File: src/hw/opt_cfg.svh
// Constants of the reference oscillator power telecommand decoder.
// Assumes one 100 MHz clock and byte-serial telecommand delivery.
// Contract
// Accept only packets with identifier 1000111 and category 1100.
// Sender puts 000 in the upper three sequence count bits.
// Sender keeps an 11-bit per-identifier counter from zero.
// Length field must be seven; other lengths are not this command.
// Service version 000 followed by checksum flag set to one.
// Acknowledge field must be 0001, acceptance acknowledgement.
// Packet type field must be 192.
// Subtype 11 decodes as oscillator power command.
// Data word 0 means off, 1 means on; nothing else valid.
// On acceptance shift the new setting out to hardware at once.
// Commanded value goes to control word bit 13, others untouched.
// Telemetry control word shows oscillator bit at bit 10.
// Power-on or software restart clears the oscillator bit.
// Either spectroscopic mode powers the oscillator automatically.
// Wrong fixed header constants discard the packet, no action.
// Trailing checksum must match, else the packet is discarded.
`ifndef OPT_CFG_SVH
`define OPT_CFG_SVH

`define OPT_PKT_BYTES 14
`define OPT_CW_BITS   16
`define OPT_VER       3'h0
`define OPT_APID      7'h47
`define OPT_CAT       4'hc
`define OPT_SEQF      2'h3
`define OPT_LEN       16'h0007
`define OPT_PUS       3'h0
`define OPT_ACK       4'h1
`define OPT_TYPE      8'hc0
`define OPT_SUB       8'h0b
`define OPT_PAD       8'h00
`define OPT_OSC_BIT   13
`define OPT_TLM_BIT   10
`define OPT_CW_RST    16'h0000
`define OPT_CRC_INIT  16'hffff
`define OPT_CRC_POLY  16'h1021
`define OPT_CRC_GOOD  16'h0000

`endif

File: src/hw/opt_pkg.sv
// Types of the reference oscillator power telecommand decoder.
// Assumes the constants header is compiled alongside.
package opt_pkg;

  // ----------------------------------------------------------------
  // Telecommand image, first byte in the top bits
  // ----------------------------------------------------------------
  typedef struct packed {
    logic [2:0]  ver;
    logic        pkt_type;
    logic        dfh;
    logic [6:0]  apid;
    logic [3:0]  cat;
    logic [1:0]  seqf;
    logic [13:0] seqc;
    logic [15:0] len;
    logic [2:0]  pus;
    logic        chkf;
    logic [3:0]  ack;
    logic [7:0]  ptype;
    logic [7:0]  sub;
    logic [7:0]  pad;
    logic [15:0] data;
    logic [15:0] pec;
  } opt_tc_t;

  // ----------------------------------------------------------------
  // Serial control word shifter states
  // ----------------------------------------------------------------
  typedef enum logic [1:0] {
    OPT_SH_IDLE = 2'b00,
    OPT_SH_LOW  = 2'b01,
    OPT_SH_HIGH = 2'b10,
    OPT_SH_LOAD = 2'b11
  } opt_sh_t;

endpackage : opt_pkg

File: src/hw/opt_top.sv
// Reference oscillator power telecommand decoder and control word.
// Assumes telecommand bytes, mode flags and restart share clk_i.
`timescale 1ns/1ns
`include "opt_cfg.svh"
module opt_top #(
  parameter int PKT_BYTES = `OPT_PKT_BYTES,
  parameter int CW_BITS   = `OPT_CW_BITS
) (
  input  wire logic               clk_i,
  input  wire logic               rst_n_i,
  input  wire logic               tc_valid_i,
  input  wire logic               tc_sof_i,
  input  wire logic               tc_eof_i,
  input  wire logic [7:0]         tc_byte_i,
  input  wire logic               spec_mode_a_i,
  input  wire logic               spec_mode_b_i,
  input  wire logic               restart_i,
  input  wire logic               cw_wr_i,
  input  wire logic [CW_BITS-1:0] cw_wdata_i,
  output logic                    tc_acc_o,
  output logic                    tc_rej_o,
  output logic      [CW_BITS-1:0] ctrl_word_o,
  output logic      [CW_BITS-1:0] tlm_word_o,
  output logic                    ref_osc_pwr_o,
  output logic                    ser_clk_o,
  output logic                    ser_data_o,
  output logic                    ser_load_o
);

  localparam int BW = $clog2(CW_BITS);

  // ----------------------------------------------------------------
  // Elaboration checks
  // ----------------------------------------------------------------
  if (PKT_BYTES != `OPT_PKT_BYTES || PKT_BYTES > 15) begin : g_pkt_chk
    $error("opt_top: packet length must be fourteen bytes");
  end
  if (CW_BITS <= `OPT_OSC_BIT) begin : g_cw_chk
    $error("opt_top: control word too narrow");
  end

  // ----------------------------------------------------------------
  // Receive image and byte count
  // ----------------------------------------------------------------
  opt_pkg::opt_tc_t tc_r;
  opt_pkg::opt_tc_t tc_nxt;
  logic [3:0]       cnt_r;
  logic [3:0]       cnt_nxt;
  logic             chk_r;
  logic             chk_nxt;
  logic [15:0]      crc;

  always_comb begin
    tc_nxt  = tc_r;
    cnt_nxt = cnt_r;
    chk_nxt = 1'b0;
    if (tc_valid_i) begin
      tc_nxt  = {tc_r[$bits(opt_pkg::opt_tc_t)-9:0], tc_byte_i};
      cnt_nxt = tc_sof_i ? 4'h1 : ((cnt_r == 4'hf) ? cnt_r : cnt_r + 4'h1);
      chk_nxt = tc_eof_i;
    end
  end

  always_ff @(posedge clk_i) begin
    if (!rst_n_i) begin
      tc_r  <= '0;
      cnt_r <= 4'h0;
      chk_r <= 1'b0;
    end else begin
      tc_r  <= tc_nxt;
      cnt_r <= cnt_nxt;
      chk_r <= chk_nxt;
    end
  end

  opt_crc u_crc (
    .clk_i   (clk_i),
    .rst_n_i (rst_n_i),
    .valid_i (tc_valid_i),
    .first_i (tc_sof_i),
    .byte_i  (tc_byte_i),
    .crc_o   (crc)
  );

  // ----------------------------------------------------------------
  // Packet checks
  // ----------------------------------------------------------------
  logic hdr_ok;
  logic id_ok;
  logic len_ok;
  logic pus_ok;
  logic ack_ok;
  logic type_ok;
  logic sub_ok;
  logic data_ok;
  logic pec_ok;
  logic cmd_ok;

  always_comb begin
    // fixed constants
    hdr_ok  = tc_r.ver == `OPT_VER && tc_r.pkt_type && tc_r.dfh &&
              tc_r.seqf == `OPT_SEQF && tc_r.pad == `OPT_PAD;
    // identity match
    id_ok   = tc_r.apid == `OPT_APID && tc_r.cat == `OPT_CAT;
    // length and count
    len_ok  = tc_r.len == `OPT_LEN && cnt_r == 4'(PKT_BYTES);
    // version and flag
    pus_ok  = tc_r.pus == `OPT_PUS && tc_r.chkf;
    // acknowledge code
    ack_ok  = tc_r.ack == `OPT_ACK;
    // private type
    type_ok = tc_r.ptype == `OPT_TYPE;
    // oscillator subtype
    sub_ok  = tc_r.sub == `OPT_SUB;
    // on or off only
    data_ok = tc_r.data[15:1] == 15'h0000;
    // checksum residue
    pec_ok  = crc == `OPT_CRC_GOOD;
    cmd_ok  = chk_r && hdr_ok && id_ok && len_ok && pus_ok && ack_ok &&
              type_ok && sub_ok && data_ok && pec_ok;
  end

  // ----------------------------------------------------------------
  // Control word, telemetry and power
  // ----------------------------------------------------------------
  logic [CW_BITS-1:0] cw_r;
  logic [CW_BITS-1:0] cw_nxt;
  logic [CW_BITS-1:0] tlm_r;
  logic [CW_BITS-1:0] tlm_nxt;
  logic               pwr_r;
  logic               pwr_nxt;
  logic               acc_r;
  logic               rej_r;

  always_comb begin
    cw_nxt = cw_r;
    if (cw_wr_i) begin
      cw_nxt                = cw_wdata_i;
      cw_nxt[`OPT_OSC_BIT]  = cw_r[`OPT_OSC_BIT];
    end
    // write oscillator bit
    if (cmd_ok) begin
      cw_nxt[`OPT_OSC_BIT] = tc_r.data[0];
    end
    // restart clears
    if (restart_i) begin
      cw_nxt[`OPT_OSC_BIT] = 1'b0;
    end
    // telemetry mirror
    tlm_nxt               = '0;
    tlm_nxt[`OPT_TLM_BIT] = cw_nxt[`OPT_OSC_BIT];
    // spectroscopic modes
    pwr_nxt = cw_nxt[`OPT_OSC_BIT] | spec_mode_a_i | spec_mode_b_i;
  end

  always_ff @(posedge clk_i) begin
    if (!rst_n_i) begin
      cw_r  <= CW_BITS'(`OPT_CW_RST);
      tlm_r <= '0;
      pwr_r <= 1'b0;
      acc_r <= 1'b0;
      rej_r <= 1'b0;
    end else begin
      cw_r  <= cw_nxt;
      tlm_r <= tlm_nxt;
      pwr_r <= pwr_nxt;
      acc_r <= cmd_ok;
      rej_r <= chk_r && !cmd_ok;
    end
  end

  // ----------------------------------------------------------------
  // Serial shift of the control word to hardware
  // ----------------------------------------------------------------
  opt_pkg::opt_sh_t   st_r;
  opt_pkg::opt_sh_t   st_nxt;
  logic [CW_BITS-1:0] sh_r;
  logic [CW_BITS-1:0] sh_nxt;
  logic [BW-1:0]      bit_r;
  logic [BW-1:0]      bit_nxt;
  logic               pend_r;
  logic               pend_nxt;
  logic               sclk_r;
  logic               sdat_r;
  logic               sld_r;
  logic               start;

  always_comb begin
    st_nxt  = st_r;
    sh_nxt  = sh_r;
    bit_nxt = bit_r;
    start   = 1'b0;
    unique case (st_r)
      opt_pkg::OPT_SH_IDLE: begin
        if (pend_r) begin
          start   = 1'b1;
          sh_nxt  = cw_r;
          bit_nxt = BW'(CW_BITS - 1);
          st_nxt  = opt_pkg::OPT_SH_LOW;
        end
      end
      opt_pkg::OPT_SH_LOW: begin
        st_nxt = opt_pkg::OPT_SH_HIGH;
      end
      opt_pkg::OPT_SH_HIGH: begin
        if (bit_r == '0) begin
          st_nxt = opt_pkg::OPT_SH_LOAD;
        end else begin
          sh_nxt  = {sh_r[CW_BITS-2:0], 1'b0};
          bit_nxt = bit_r - 1'b1;
          st_nxt  = opt_pkg::OPT_SH_LOW;
        end
      end
      opt_pkg::OPT_SH_LOAD: begin
        st_nxt = opt_pkg::OPT_SH_IDLE;
      end
    endcase
    // request shift out
    pend_nxt = (pend_r && !start) || cmd_ok || cw_wr_i || restart_i;
  end

  always_ff @(posedge clk_i) begin
    if (!rst_n_i) begin
      st_r   <= opt_pkg::OPT_SH_IDLE;
      sh_r   <= '0;
      bit_r  <= '0;
      pend_r <= 1'b0;
      sclk_r <= 1'b0;
      sdat_r <= 1'b0;
      sld_r  <= 1'b0;
    end else begin
      st_r   <= st_nxt;
      sh_r   <= sh_nxt;
      bit_r  <= bit_nxt;
      pend_r <= pend_nxt;
      sclk_r <= st_nxt == opt_pkg::OPT_SH_HIGH;
      sdat_r <= (st_nxt == opt_pkg::OPT_SH_IDLE) ? 1'b0 : sh_nxt[CW_BITS-1];
      sld_r  <= st_nxt == opt_pkg::OPT_SH_LOAD;
    end
  end

  assign tc_acc_o      = acc_r;
  assign tc_rej_o      = rej_r;
  assign ctrl_word_o   = cw_r;
  assign tlm_word_o    = tlm_r;
  assign ref_osc_pwr_o = pwr_r;
  assign ser_clk_o     = sclk_r;
  assign ser_data_o    = sdat_r;
  assign ser_load_o    = sld_r;
endmodule : opt_top

File: src/hw/opt_crc.sv
// Running packet checksum over the telecommand byte stream.
// Assumes bytes arrive on the same clock with a first-byte marker.
`timescale 1ns/1ns
`include "opt_cfg.svh"
module opt_crc (
  input  wire logic        clk_i,
  input  wire logic        rst_n_i,
  input  wire logic        valid_i,
  input  wire logic        first_i,
  input  wire logic [7:0]  byte_i,
  output logic      [15:0] crc_o
);

  logic [15:0] crc_r;
  logic [15:0] crc_nxt;

  function automatic logic [15:0] crc_step(input logic [15:0] c,
                                           input logic [7:0]  b);
    logic [15:0] x;
    x = c ^ {b, 8'h00};
    for (int i = 0; i < 8; i++) begin
      x = x[15] ? ({x[14:0], 1'b0} ^ `OPT_CRC_POLY) : {x[14:0], 1'b0};
    end
    return x;
  endfunction : crc_step

  // ----------------------------------------------------------------
  // Checksum register
  // ----------------------------------------------------------------
  always_comb begin
    crc_nxt = crc_r;
    if (valid_i) begin
      crc_nxt = crc_step(first_i ? `OPT_CRC_INIT : crc_r, byte_i);
    end
  end

  always_ff @(posedge clk_i) begin
    if (!rst_n_i) begin
      crc_r <= `OPT_CRC_INIT;
    end else begin
      crc_r <= crc_nxt;
    end
  end

  assign crc_o = crc_r;

endmodule : opt_crc

File: config.mk
export PLATFORM = sky130hd
export DESIGN_NAME = opt_top
export DESIGN_NICKNAME = d
export VERILOG_FILES = /design/src/hw/opt_pkg.sv /design/src/hw/opt_top.sv /design/src/hw/opt_crc.sv
export VERILOG_INCLUDE_DIRS = /design/src /design/src/hw
export SDC_FILE = /design/constraint.sdc
export NUM_CORES = 1
export LEC_CHECK = 0
export BUFFER_PORTS_ARGS = -buffer_cell sky130_fd_sc_hd__buf_2
export CORE_MARGIN = 2
export CORE_UTILIZATION = 35
export CTS_CLUSTER_SIZE = 8
export DETAILED_ROUTE_END_ITERATION = 6
export SYNTH_ARGS = -nofsm -noshare
export SYNTH_HDL_FRONTEND = slang
export SYNTH_SLANG_ARGS = --single-unit
File: constraint.sdc
create_clock -name clk_i -period 4.3 [get_ports clk_i]
set_input_delay 0.43 -clock clk_i [delete_from_list [all_inputs] [get_ports clk_i]]
set_output_delay 0.43 -clock clk_i [all_outputs]
set_load 0.1 [all_outputs]
# Word-level counts from Yosys, hierarchy flattened

Cells that the tools add are included.

Order comparisons: 0
Add/sub/neg operators: 2
Reductions and logical operators: 36
Eq/ne operators: 17
Multipliers: 0
Muxes and demuxes: 24
Divide/modulo/power cells: 0
Shift-type cells: 0
Bitwise logic cells: 12

Operator list:

| kind                                                                   | count |
|---|---|
| 13-bit 2-to-1 mux                                                      | 8 |
| 16-bit 2-to-1 mux                                                      | 3 |
| 16-bit one-hot mux with 2 select lines                                 | 1 |
| 3-bit NOT                                                              | 8 |
| 1-bit logical AND                                                      | 18 |
| 16-bit by 3-bit equality test with 1-bit output, second input constant | 1 |
| 16-bit zero test                                                       | 1 |
| 4-bit 2-to-1 mux                                                       | 4 |
| 16-bit bitwise XOR                                                     | 1 |
| 15-bit zero test                                                       | 1 |
| 4-bit equality test, second input constant                             | 3 |
| 2-bit equality test, second input constant                             | 5 |
| 8-bit by 4-bit equality test with 1-bit output, second input constant  | 1 |
| 8-bit equality test, second input constant                             | 1 |
| 8-bit zero test                                                        | 1 |
| 2-bit one-hot mux with 4 select lines                                  | 1 |
| 4-bit one-hot mux with 2 select lines                                  | 1 |
| 7-bit equality test, second input constant                             | 1 |
| 3-bit zero test                                                        | 2 |
| 2-bit inequality test, second input constant                           | 3 |
| 4-bit by 1-bit adder with 4-bit output, second input constant          | 1 |
| 4-bit by 1-bit equality test with 1-bit output, second input constant  | 1 |
| 2-bit zero test                                                        | 2 |
| 4-bit zero test                                                        | 1 |
| other kinds (12)                                                       | 21 |

Memories: 0
Flip-flop bits (word level): 193
Input bits: 33
Memory bits (read-only): 0
RAM bits: 0
Bits in latches: 0

# Depth between registers and ports, before layout

Gate-level depths: netlist of run 1.

Depth after elaboration: 18
Gate-level depth with buffers: 8
Gate-level depth less buffers: 7

# Hierarchy

Synthesis of run 1 repeated with hierarchy kept, for this count alone.

Cells, all modules: 744
Area, all modules: 7,325.8 um^2

By module, submodules not included:

| module  | area each (um^2) | instances | cells an instance |
|---|---|---|---|
| opt_top | 6,356.1          | 1         | 633 |
| opt_crc | 969.7            | 1         | 111 |

# Worst setup path after synthesis of run 1

OpenSTA, ideal clock, no wires.

Kind: reg2out
Start: register ctrl_word_o[13] (netlist name)
End: output tlm_word_o[10]
Path buffers: 1
Data arrival time: 1.391 ns
Stages on the path, launching flop included: 2
Slack: 2.479 ns
Data required time: 3.870 ns
Cells stage by stage: dfxtp_1 -> buf_4

RTL lines:

| element          | RTL line      | source |
|---|---|---|
| end: declaration | opt_top.sv:23 | `output logic [CW_BITS-1:0] tlm_word_o,` |

# Worst setup path in the final report of run 1

Start: register bit_r[0]
End: register bit_r[0]

Cells in the longest elaborated chain, start to end: 3
Elaborated cells between the ends (all ways): 6

RTL lines:

| element                                                                        | RTL line                       | source |
|---|---|---|
| start: declaration                                                             | opt_top.sv:179                 | `logic [BW-1:0] bit_r;` |
| start signal: assignment                                                       | opt_top.sv:234                 | `bit_r <= bit_nxt;` |
| 4-bit by 1-bit subtractor with 4-bit output or 4-bit zero test (tied branches) | opt_top.sv:210, opt_top.sv:206 |  |
| 4-bit 2-to-1 mux or 2-bit inequality test (tied branches)                      | -                              |  |
| 4-bit one-hot mux with 2 select lines or 3-bit AND reduction (tied branches)   | -                              |  |

Parallel ways exist; a longest one is shown, timed or not. The select of a mux whose other input is x is not followed.
A chain may end at the register's enable or synchronous reset.

==> results.json, run 1 <==
{
  "synth.most_common_cell": "dfxtp_1",
  "drt_wl_total_mm": 16.0,
  "synth-compound-area-share_pct": 5.30,
  "clk_pin_slew_worst_paths_ns": 0.07,
  "port-buffer-count": 54,
  "globalRoute.totalOverflow": 0,
  "cts_setup_buffers": 0,
  "p_total_uw": 3640,
  "start_util_pct": 36.0,
  "die_x_um": 149,
  "ys_seq_area_share_pct": 48.7,
  "path_cells": "inv_1, ha_1, nor3b_1, nor2b_1, mux2_2, nor2_1",
  "via_per_inst": 5.00,
  "area_delta_synth_final_pct": 12.9,
  "die_h_um": 149,
  "diodes": 0,
  "io_pins": 71,
  "synth_top_family_by_area": "simple AND/OR/NAND/NOR gates",
  "post_drt_wl_per_cell_um": 15.2,
  "synthMuxAreaShare_pct": 17.5,
  "min_path_type": "input port to flop",
  "period_share_pct": 51.1,
  "row_count": 52,
  "critPathKind": "flop to flop",
  "worst_path_max_delay_cell": "nor2b_1",
  "grt_start_max_net_pins": 78,
  "drive_above_1_share_pct": 14.3,
  "status": "completed",
  "synth-xor-area-share_pct": 4.05,
  "critPathMaxFanout": 17,
  "dr.pass1.iters": 5,
  "yosys_warnings": 0,
  "synth_commonest_cells": "178 x dfxtp_1, 174 x nor2_1, 127 x mux2i_1",
  "drtIter0Drc": 489,
  "hpwl_mm": 11.0,
  "clock_skew_ns": 0.00820,
  "core_area_um2": 20400,
  "cap_violations": 0,
  "cp_slowest_stage_delay_ns": 0.92,
  "root_buffer": "clkbuf_16",
  "syn_area_um2": 7320,
  "post-route-util_pct": 40.6,
  "synth_cell_types": 53,
  "insertion_delay_ns": 0.43,
  "setup_viol_count_final": 0,
  "end_kind": "flop",
  "start_kind": "flop",
  "tightest_slew_ns": 1.21,
  "synthAdderAreaFrac_pct": 0.512,
  "synth_top_area_share_pct": 48.7,
  "htree_levels": 4,
  "final_nets": 801,
  "syn-instance-count": 734,
  "synth_ff_type": "dfxtp_1",
  "cts_buffer_depth": 2,
  "yosysTopAreaCell": "dfxtp_1",
  "arrival_ns": 2.50,
  "period_minus_slack_ns": 2.20,
  "fin_setup_tns_ns": 0,
  "p_leak_uw": 0.00346,
  "ctsResizeCount": 0,
  "peakVddDrop_uv": 288,
  "slew_violations": 0,
  "rsz0062_at_grt": "false",
  "antenna_found_initial": 0,
  "holdWs_ns": 0.236,
  "postRouteAntennaNets": 0,
  "slew_headroom_pct": 19.2,
  "synth-simple-area-share_pct": 19.2,
  "critPathRequiredTime_ns": 4.60,
  "num_vias": 5243,
  "cts_buffers": 17,
  "async_flop_share_pct": 0,
  "clock-sinks": 178,
  "cts_tree": "done",
  "fmax_ghz": 0.455,
  "grt_pass1_wl_mm": 25.8,
  "fillers": 2018,
  "synth_area_leaders": "dfxtp_1 49%, mux2i_1 17%, nor2_1 8.9%, a222oi_1 2.0%, nor4b_1 1.9%",
  "grt_pass1_vias": 4756,
  "synth-seq-cells": 178,
  "syn_avg_cell_area_um2": 9.98,
  "die_area_um2": 22100,
  "hold_viol_final": 0,
  "synth_edf_count": 0,
  "drc": 0,
  "powerDensity_nw_per_um2": 440,
  "track_usage_pct": 14.9,
  "cts-hold-fix-buffers": 0,
  "place_congestion": 0.817
}
[metrics by stage]
step                      setup WS (ns)  instance area, µm²  std cells
after floorplan                    2.48                7380        748
final                              2.10                8270       1048
after CTS                          2.10                8270       1048
after global placement             2.02                7700       1016
after global routing               1.90                8270       1048
after detailed placement           2.01                7700       1016
[per-layer routing]
metal | vias up | wire length [µm] | track usage [%]
met5 | - | 0 | 0
met4 | 0 | 212 | 5.24
met3 | 13 | 601 | 3.47
met2 | 100 | 7080 | 21.6
met1 | 2508 | 8070 | 21.5
li1 | 2622 | - | -
[area by class of cell]
type | count | area [µm²] | area share, %
multi-input cells | 504 | 3470 | 41.9
inverters | 6 | 25.0 | 0.303
clock inverters | 11 | 108 | 1.30
flip-flops and latches | 178 | 3560 | 43.1
well taps | 270 | 338 | 4.09
clock buffers | 21 | 460 | 5.57
repair buffers | 58 | 307 | 3.71
[worst paths after layout]
| kind | from | to | slack, ns | depth (start not counted) |
|---|---|---|---|---|
| worst max-delay path | bit_r[0]$_SDFFE_PN0P_ | bit_r[0]$_SDFFE_PN0P_ | 2.10 | 6 |
| worst min-delay path | cw_wdata_i[4] | ctrl_word_o[4]$_SDFFE_PN0P_ | 0.24 | 3 |
| worst max register to register | bit_r[0]$_SDFFE_PN0P_ | bit_r[0]$_SDFFE_PN0P_ | 2.10 | 6 |
| worst min register to register | tc_r[85]$_SDFFE_PN0P_ | tc_r[85]$_SDFFE_PN0P_ | 0.49 | 2 |
[state kept, by name (all words and copies together) (netlist names)]
| name | count |
|---|---|
| ctrl_word_o | 16 |
| st_r | 2 |
| tc_rej_o | 1 |
| cnt_r | 4 |
| ser_data_o | 1 |
| sh_r | 16 |
| bit_r | 4 |
| u_crc.crc_o | 16 |
| ser_clk_o | 1 |
| tc_r | 112 |
| tc_acc_o | 1 |
| chk_r | 1 |
| ser_load_o | 1 |
| pend_r | 1 |
| ref_osc_pwr_o | 1 |
[placed cells by master (no fill, tap or decap), types with 5 or more instances in the layout]
cell type   netlist  final
nor3_1            7      7
xor2_1            6      6
nand2_1          17     17
buf_2            18     53
clkbuf_16         0     17
o21ai_0           6      6
xnor2_2           6      6
a222oi_1         15     15
nor4b_1          16     16
dfxtp_1         178    178
mux2i_1         127    127
conb_1            1     15
clkinvlp_4        0      5
nor4b_2           6      6
nor2_1          174    174
xnor2_1          13     13
o211ai_1         10     10
nor4_1           17     17
nand4_1          13     13
a21oi_1           5      5
[critical path: cells and delay by family (launching register included)]
| family | cells | cell delay [ns] |
|---|---|---|
| flops | 1 | 0.35 |
| mux | 1 | 0.31 |
| buf+inv | 1 | 0.05 |
| fa+ha+maj | 1 | 0.21 |
| simple gates | 3 | 1.13 |
[kinds of logic (layout without fill, tap and decap cells)]
| family | Yosys count | in the layout |
|---|---|---|
| mux | 128 | 128 |
| simple gates | 280 | 280 |
| flops | 178 | 178 |
| buf+inv | 66 | 96 |
| compound gates | 51 | 51 |
| other cells | 1 | 15 |
| xor+xnor | 27 | 27 |
| fa+ha+maj | 3 | 3 |
[power breakdown]
group          leakage (µW)  total, µW  switching (µW)  internal (µW)
Sequential          0.00145       1750            48.5           1700
Combinational       0.00175        418             290            128
Clock              0.000261       1470             644            830
Power figures use the tool's default switching activity.
==> inputs of run 2 (changes only) <==
clock period = 1.8 ns   (was 4.3 ns; I/O delays follow)
==> run 2 against run 1 <==
Effect of this change: cell count increased by 6.8%; first-iteration DRC count shrank 11%; utilization up 3.7 points; global-route usage is 1.1 points higher; sequential share of layout area down 3.6 points; sequential power up 140%; worst setup slack lost 2.0 ns.
==> results.json, run 2 (synthesized netlist as in run 1, its figures left out) <==
{
  "clock_skew_ns": 0.00847,
  "cts_tree": "done",
  "antenna_found_initial": 0,
  "regMostFlops": "tc_r",
  "port-buffer-count": 54,
  "drc": 0,
  "die_x_um": 149,
  "globalRoute.totalOverflow": 0,
  "min_path_type": "input port to flop",
  "die_area_um2": 22100,
  "final_nets": 872,
  "start_kind": "flop",
  "tightest_slew_ns": 0.690,
  "clock-sinks": 178,
  "via_per_inst": 4.89,
  "grt_start_max_net_pins": 66,
  "hold_viol_final": 0,
  "holdPathStages": 3,
  "die_h_um": 149,
  "setup_viol_count_final": 0,
  "cts_buffers": 17,
  "clk_pin_slew_worst_paths_ns": 0.07,
  "p_total_uw": 9310,
  "period_share_pct": 95.5,
  "peakVddDrop_uv": 615,
  "critPathKind": "flop to flop",
  "place_ws_ns": -0.223,
  "period_minus_slack_ns": 1.72,
  "post_drt_wl_per_cell_um": 15.7,
  "rr_worst_depth": 5,
  "num_vias": 5471,
  "drt_wl_total_mm": 17.6,
  "drive_above_1_share_pct": 21.6,
  "powerDensity_nw_per_um2": 1030,
  "insertion_delay_ns": 0.43,
  "path_cells": "buf_4, nor4_1, nand4_1, nor4_1, and3_1",
  "place_congestion": 0.827,
  "root_buffer": "clkbuf_16",
  "diodes": 0,
  "worst_path_max_delay_cell": "nor4_1",
  "hpwl_mm": 12.2,
  "postRouteAntennaNets": 0,
  "fmax_ghz": 0.582,
  "setup_ws_ns": 0.0805,
  "track_usage_pct": 16.0,
  "cp_slowest_stage_delay_ns": 0.47,
  "layout_commonest_cell": "dfxtp_1",
  "dr.pass1.iters": 6,
  "core_area_um2": 20400,
  "status": "completed",
  "grt_pass1_vias": 5061,
  "row_count": 52,
  "arrival_ns": 2.08,
  "area_delta_synth_final_pct": 23.2,
  "start_util_pct": 36.0,
  "end_kind": "flop",
  "critPathRequiredTime_ns": 2.16,
  "slew_violations": 0,
  "critPathMaxFanout": 3,
  "crit_path_frequent_cell": "nor4_1",
  "drtIter0Drc": 433,
  "io_pins": 71,
  "post-route-util_pct": 44.3,
  "slew_headroom_pct": 53.9,
  "largest_reg_flops": 112,
  "cts_buffer_depth": 2,
  "p_leak_uw": 0.00389,
  "grt_pass1_wl_mm": 27.6,
  "final_cell_mix": "176 x dfxtp_1, 174 x nor2_1, 127 x mux2i_1",
  "cap_violations": 0,
  "rsz0062_at_grt": "false",
  "htree_levels": 4
}
==> run 2: cell types whose count changed in the layout (fill, tap and decap cells not counted), sizes merged, moves of 2 or more <==
| cell | change |
|---|---|
| buf | +58 |
| clkinv | +2 |
| bufinv | +3 |
| clkbuf | -2 |
| dlygate4sd3 | +13 |
| clkinvlp | -4 |
==> run 2: final timing paths <==
| kind | start | slack [ns] | end |
|---|---|---|---|
| max reg2reg | tc_r[78]$_SDFFE_PN0P_ | 0.08 | tc_acc_o$_SDFF_PN0_ |
| min reg2reg | tc_r[7]$_SDFFE_PN0P_ | 0.49 | tc_r[7]$_SDFFE_PN0P_ |
| min | cw_wdata_i[7] | 0.01 | ctrl_word_o[7]$_SDFFE_PN0P_ |
| max | tc_r[78]$_SDFFE_PN0P_ | 0.08 | tc_acc_o$_SDFF_PN0_ |
==> run 2: cell type report <==
type / instances / area (µm²)
sequential: 178 / 3570
clock buffer: 19 / 453
timing repair buffer: 129 / 923
tap: 270 / 338
fill: 1955 / 11300
inverter: 6 / 25.0
clock inverter: 13 / 183
multi-input combinational: 504 / 3540
==> run 2: worst max-delay path: cells and delay by family (launching register included) <==
| kind | cells | cell delay, ns |
|---|---|---|
| flops | 1 | 0.35 |
| simple gates | 4 | 1.14 |
| buf+inv | 1 | 0.16 |
==> run 2: power by group <==
part | internal, µW | switching, µW | leakage [µW] | total (µW)
sequential | 4060 | 97.8 | 0.00145 | 4160
clock | 2400 | 1560 | 0.000313 | 3950
combinational | 429 | 765 | 0.00213 | 1190
==> run 2: layer usage <==
| layer | track usage, % | vias to the layer above | part of all wire, % |
|---|---|---|---|
| li1 | - | 2757 | - |
| met1 | 22.5 | 2604 | 49 |
| met2 | 24.9 | 92 | 47 |
| met3 | 2.61 | 18 | 2.7 |
| met4 | 5.48 | 0 | 1.3 |
| met5 | 0 | - | 0 |
==> run 2: timing repair <==
action                     4_1_cts  5_1_grt
resized for setup                9        7
gates cloned                     0        1
setup endpoints to repair       23       19
hold buffers                    13        0
pin swaps                        2        5
hold endpoints to repair        13        0
setup buffers                    0        1
==> run 2: per-stage QoR <==
stage | cells | hold WS [ns] | cell area, µm² | TNS, ns
final | 1119 | 0.0140 | 9030 | 0
after CTS | 1118 | 0.00128 | 8990 | 0
after global placement | 1073 | 0.414 | 8180 | -2.74
after detailed placement | 1073 | 0.423 | 8180 | -3.14
after global routing | 1119 | 0.0141 | 9030 | 0
after floorplan | 748 | 0.327 | 7380 | 0
==> inputs of run 3 (changes only) <==
ABC_AREA = 1   (was not set)
==> run 3 against run 2 <==
Effect of this change: critical path depth rose by 2; sequential power rose by 5.3%; first-iteration DRC count rose by 11%; flip-flop and latch count did not move; non-clock buffer count fell by 44; clock power fell by 7.3%; cell count rose by 18%; via count rose by 13%; synthesized cell count rose by 34%; hold slack improved by 0.0091 ns; die area rose by 0.28%; critical endpoint is now sh_r[5]$_SDFFE_PN0P_; largest power group unchanged; highest routed layer unchanged.
==> results.json, run 3 <==
{
  "syn_avg_cell_area_um2": 7.44,
  "clock_skew_ns": 0.0106,
  "area_delta_synth_final_pct": 16.7,
  "cap_violations": 0,
  "min_path_type": "input port to flop",
  "fmax_ghz": 0.626,
  "syn-instance-count": 987,
  "yosys_warnings": 0,
  "num_vias": 6192,
  "diodes": 0,
  "peakVddDrop_uv": 660,
  "pwr-share-comb_pct": 14.6,
  "worst_path_max_delay_cell": "dfxtp_1",
  "synth_cell_types": 34,
  "synth-seq-cells": 178,
  "postRouteAntennaNets": 0,
  "htree_levels": 4,
  "path_cells": "inv_1, ha_1, nand2_1, nor2_1, clkinv_1, a32oi_1, a21oi_1",
  "die_x_um": 149,
  "drc": 0,
  "synth_top_area_share_pct": 48.5,
  "hold_viol_final": 0,
  "root_buffer": "clkbuf_16",
  "stdcell_count": 1317,
  "synth.most_common_cell": "nor2_1",
  "setup_ws_ns": 0.202,
  "io_pins": 71,
  "synth_area_leaders": "dfxtp_1 49%, o21ai_0 10%, nor2_1 10%, a21oi_1 6.3%, nand2_1 5.8%",
  "dp_cells": 1268,
  "status": "completed",
  "via_per_inst": 4.70,
  "cts_buffer_depth": 2,
  "drive_above_1_share_pct": 11.4,
  "period_minus_slack_ns": 1.60,
  "p_leak_uw": 0.00360,
  "largest_reg_flops": 112,
  "start_kind": "flop",
  "synth-simple-area-share_pct": 19.6,
  "die_h_um": 149,
  "regMostFlops": "tc_r",
  "core_area_um2": 20400,
  "async_flop_share_pct": 0,
  "hpwl_mm": 10.7,
  "critPathKind": "flop to flop",
  "row_count": 52,
  "synthAdderAreaFrac_pct": 0.511,
  "ys_seq_area_share_pct": 48.5,
  "synth-xor-area-share_pct": 2.71,
  "track_usage_pct": 15.3,
  "die_area_um2": 22200,
  "grt_start_max_net_pins": 135,
  "p_seq_share_pct": 46.5,
  "clk_pin_slew_worst_paths_ns": 0.07,
  "p_int_uw": 6580,
  "arrival_ns": 1.92,
  "globalRoute.totalOverflow": 0,
  "powerDensity_nw_per_um2": 1100,
  "period_share_pct": 88.8,
  "fillers": 2077,
  "cp_slowest_stage_delay_ns": 0.30,
  "final_cell_mix": "202 x nor2_1, 178 x dfxtp_1, 152 x o21ai_0",
  "antenna_found_initial": 0,
  "yosysTopAreaCell": "dfxtp_1",
  "place_ws_ns": 0.173,
  "synth_edf_count": 0,
  "synth_top_family_by_area": "simple AND/OR/NAND/NOR gates",
  "rsz0062_at_grt": "false",
  "synth_ff_type": "dfxtp_1",
  "critPathTopFamily": "buffers and inverters",
  "syn_area_um2": 7350,
  "end_kind": "flop",
  "holdWs_ns": 0.0231,
  "critPathRequiredTime_ns": 2.12,
  "grt_pass1_vias": 5620,
  "post-route-util_pct": 42.0,
  "layout_commonest_cell": "nor2_1",
  "port-buffer-count": 54,
  "pwr-share-clk_pct": 38.9,
  "post_drt_wl_per_cell_um": 12.5,
  "slew_violations": 0,
  "fin_setup_tns_ns": 0,
  "synthMuxAreaShare_pct": 0,
  "clock-sinks": 178,
  "cts_tree": "done",
  "p_switching_uw": 2840,
  "final_nets": 1070,
  "place_congestion": 0.806,
  "synth-compound-area-share_pct": 19.1,
  "synth_commonest_cells": "202 x nor2_1, 178 x dfxtp_1, 152 x o21ai_0",
  "cts_setup_buffers": 0,
  "drt_wl_total_mm": 16.5,
  "critPathMaxFanout": 9,
  "dr.pass1.iters": 5,
  "setup_viol_count_final": 0,
  "insertion_delay_ns": 0.43,
  "drtIter0Drc": 479,
  "switching_share_pct": 30.1,
  "grt_pass1_wl_mm": 27.3,
  "cts_buffers": 17,
  "cp_num_buf_inv": 2,
  "start_util_pct": 36.0
}
## run 3: changes by cell type in the layout (fill, tap and decap cells not counted), moves of 27 or more
| cell | change |
|---|---|
| nand3_1 | +27 |
| mux2i_1 | -127 |
| a21oi_1 | +87 |
| nand2_1 | +95 |
| buf_4 | -45 |
| nor2_1 | +28 |
| inv_1 | +84 |
| o21ai_0 | +146 |
## run 3: path summary, 6_finish.rpt
check,endpoint,cells past startpoint,slack (ns),startpoint
max,sh_r[5]$_SDFFE_PN0P_,7,0.20,bit_r[0]$_SDFFE_PN0P_
min,tc_r[0]$_SDFFE_PN0P_,3,0.02,tc_byte_i[0]
max reg2reg,sh_r[5]$_SDFFE_PN0P_,7,0.20,bit_r[0]$_SDFFE_PN0P_
min reg2reg,ser_clk_o$_SDFF_PN0_,1,0.46,st_r[1]$_SDFF_PN0_
## run 3: area by class of cell
cell class	count	area (µm²)	share of cell area, %
inverter	90	338	3.94
clock inverter	15	169	1.97
tap	270	338	3.94
multi-input combinational	662	3140	36.6
sequential	178	3560	41.6
clock buffer	17	425	4.96
timing repair buffer	85	604	7.05
## run 3: cell families (layout without fill, tap and decap cells)
group | count (synthesis) | count (layout)
AOI/OAI and AO/OA | 268 | 268
xor gates and xnor gates | 15 | 15
adders and majority gates | 3 | 3
buffers and inverters | 161 | 207
DFF | 178 | 178
other | 1 | 15
and+or+nand+nor | 361 | 361
## run 3: power by group through the flow
stage	Combinational [µW]	Sequential, µW	Clock (µW)
4_1_cts	1370	4380	3770
3_5_place_dp	1340	4470	0
6_report	1380	4380	3660
2_1_floorplan	905	4620	0
5_1_grt	1530	4410	3960
3_3_place_gp	1330	4460	0
## run 3: repair_timing
action | CTS | global route
endpoints found under the setup margin | 0 | 14
hold endpoints to repair | 16 | 0
resized for setup | 0 | 2
hold buffers | 17 | 0
## run 3: through the flow
step / cell area (µm²) / total power (µW)
floorplan: 7400 / 5520
global placement: 7800 / 5790
detailed placement: 7800 / 5800
CTS: 8570 / 9520
global route: 8580 / 9900
finish: 8580 / 9420
## run 3: metal layers
metal / GRT usage (%) / vias up / wire length, µm
met5: 0 / - / 0
li1: - / 3261 / -
met2: 23.1 / 113 / 7170
met3: 3.33 / 24 / 722
met4: 5.48 / 0 / 269
met1: 21.6 / 2794 / 8340
## run 3: worst register-to-register path: stages (launching register included)
cell and delay, ns:
dfxtp_1 0.30, inv_1 0.09, ha_1 0.18, nand2_1 0.08, nor2_1 0.18, clkinv_1 0.29
a32oi_1 0.28, a21oi_1 0.09
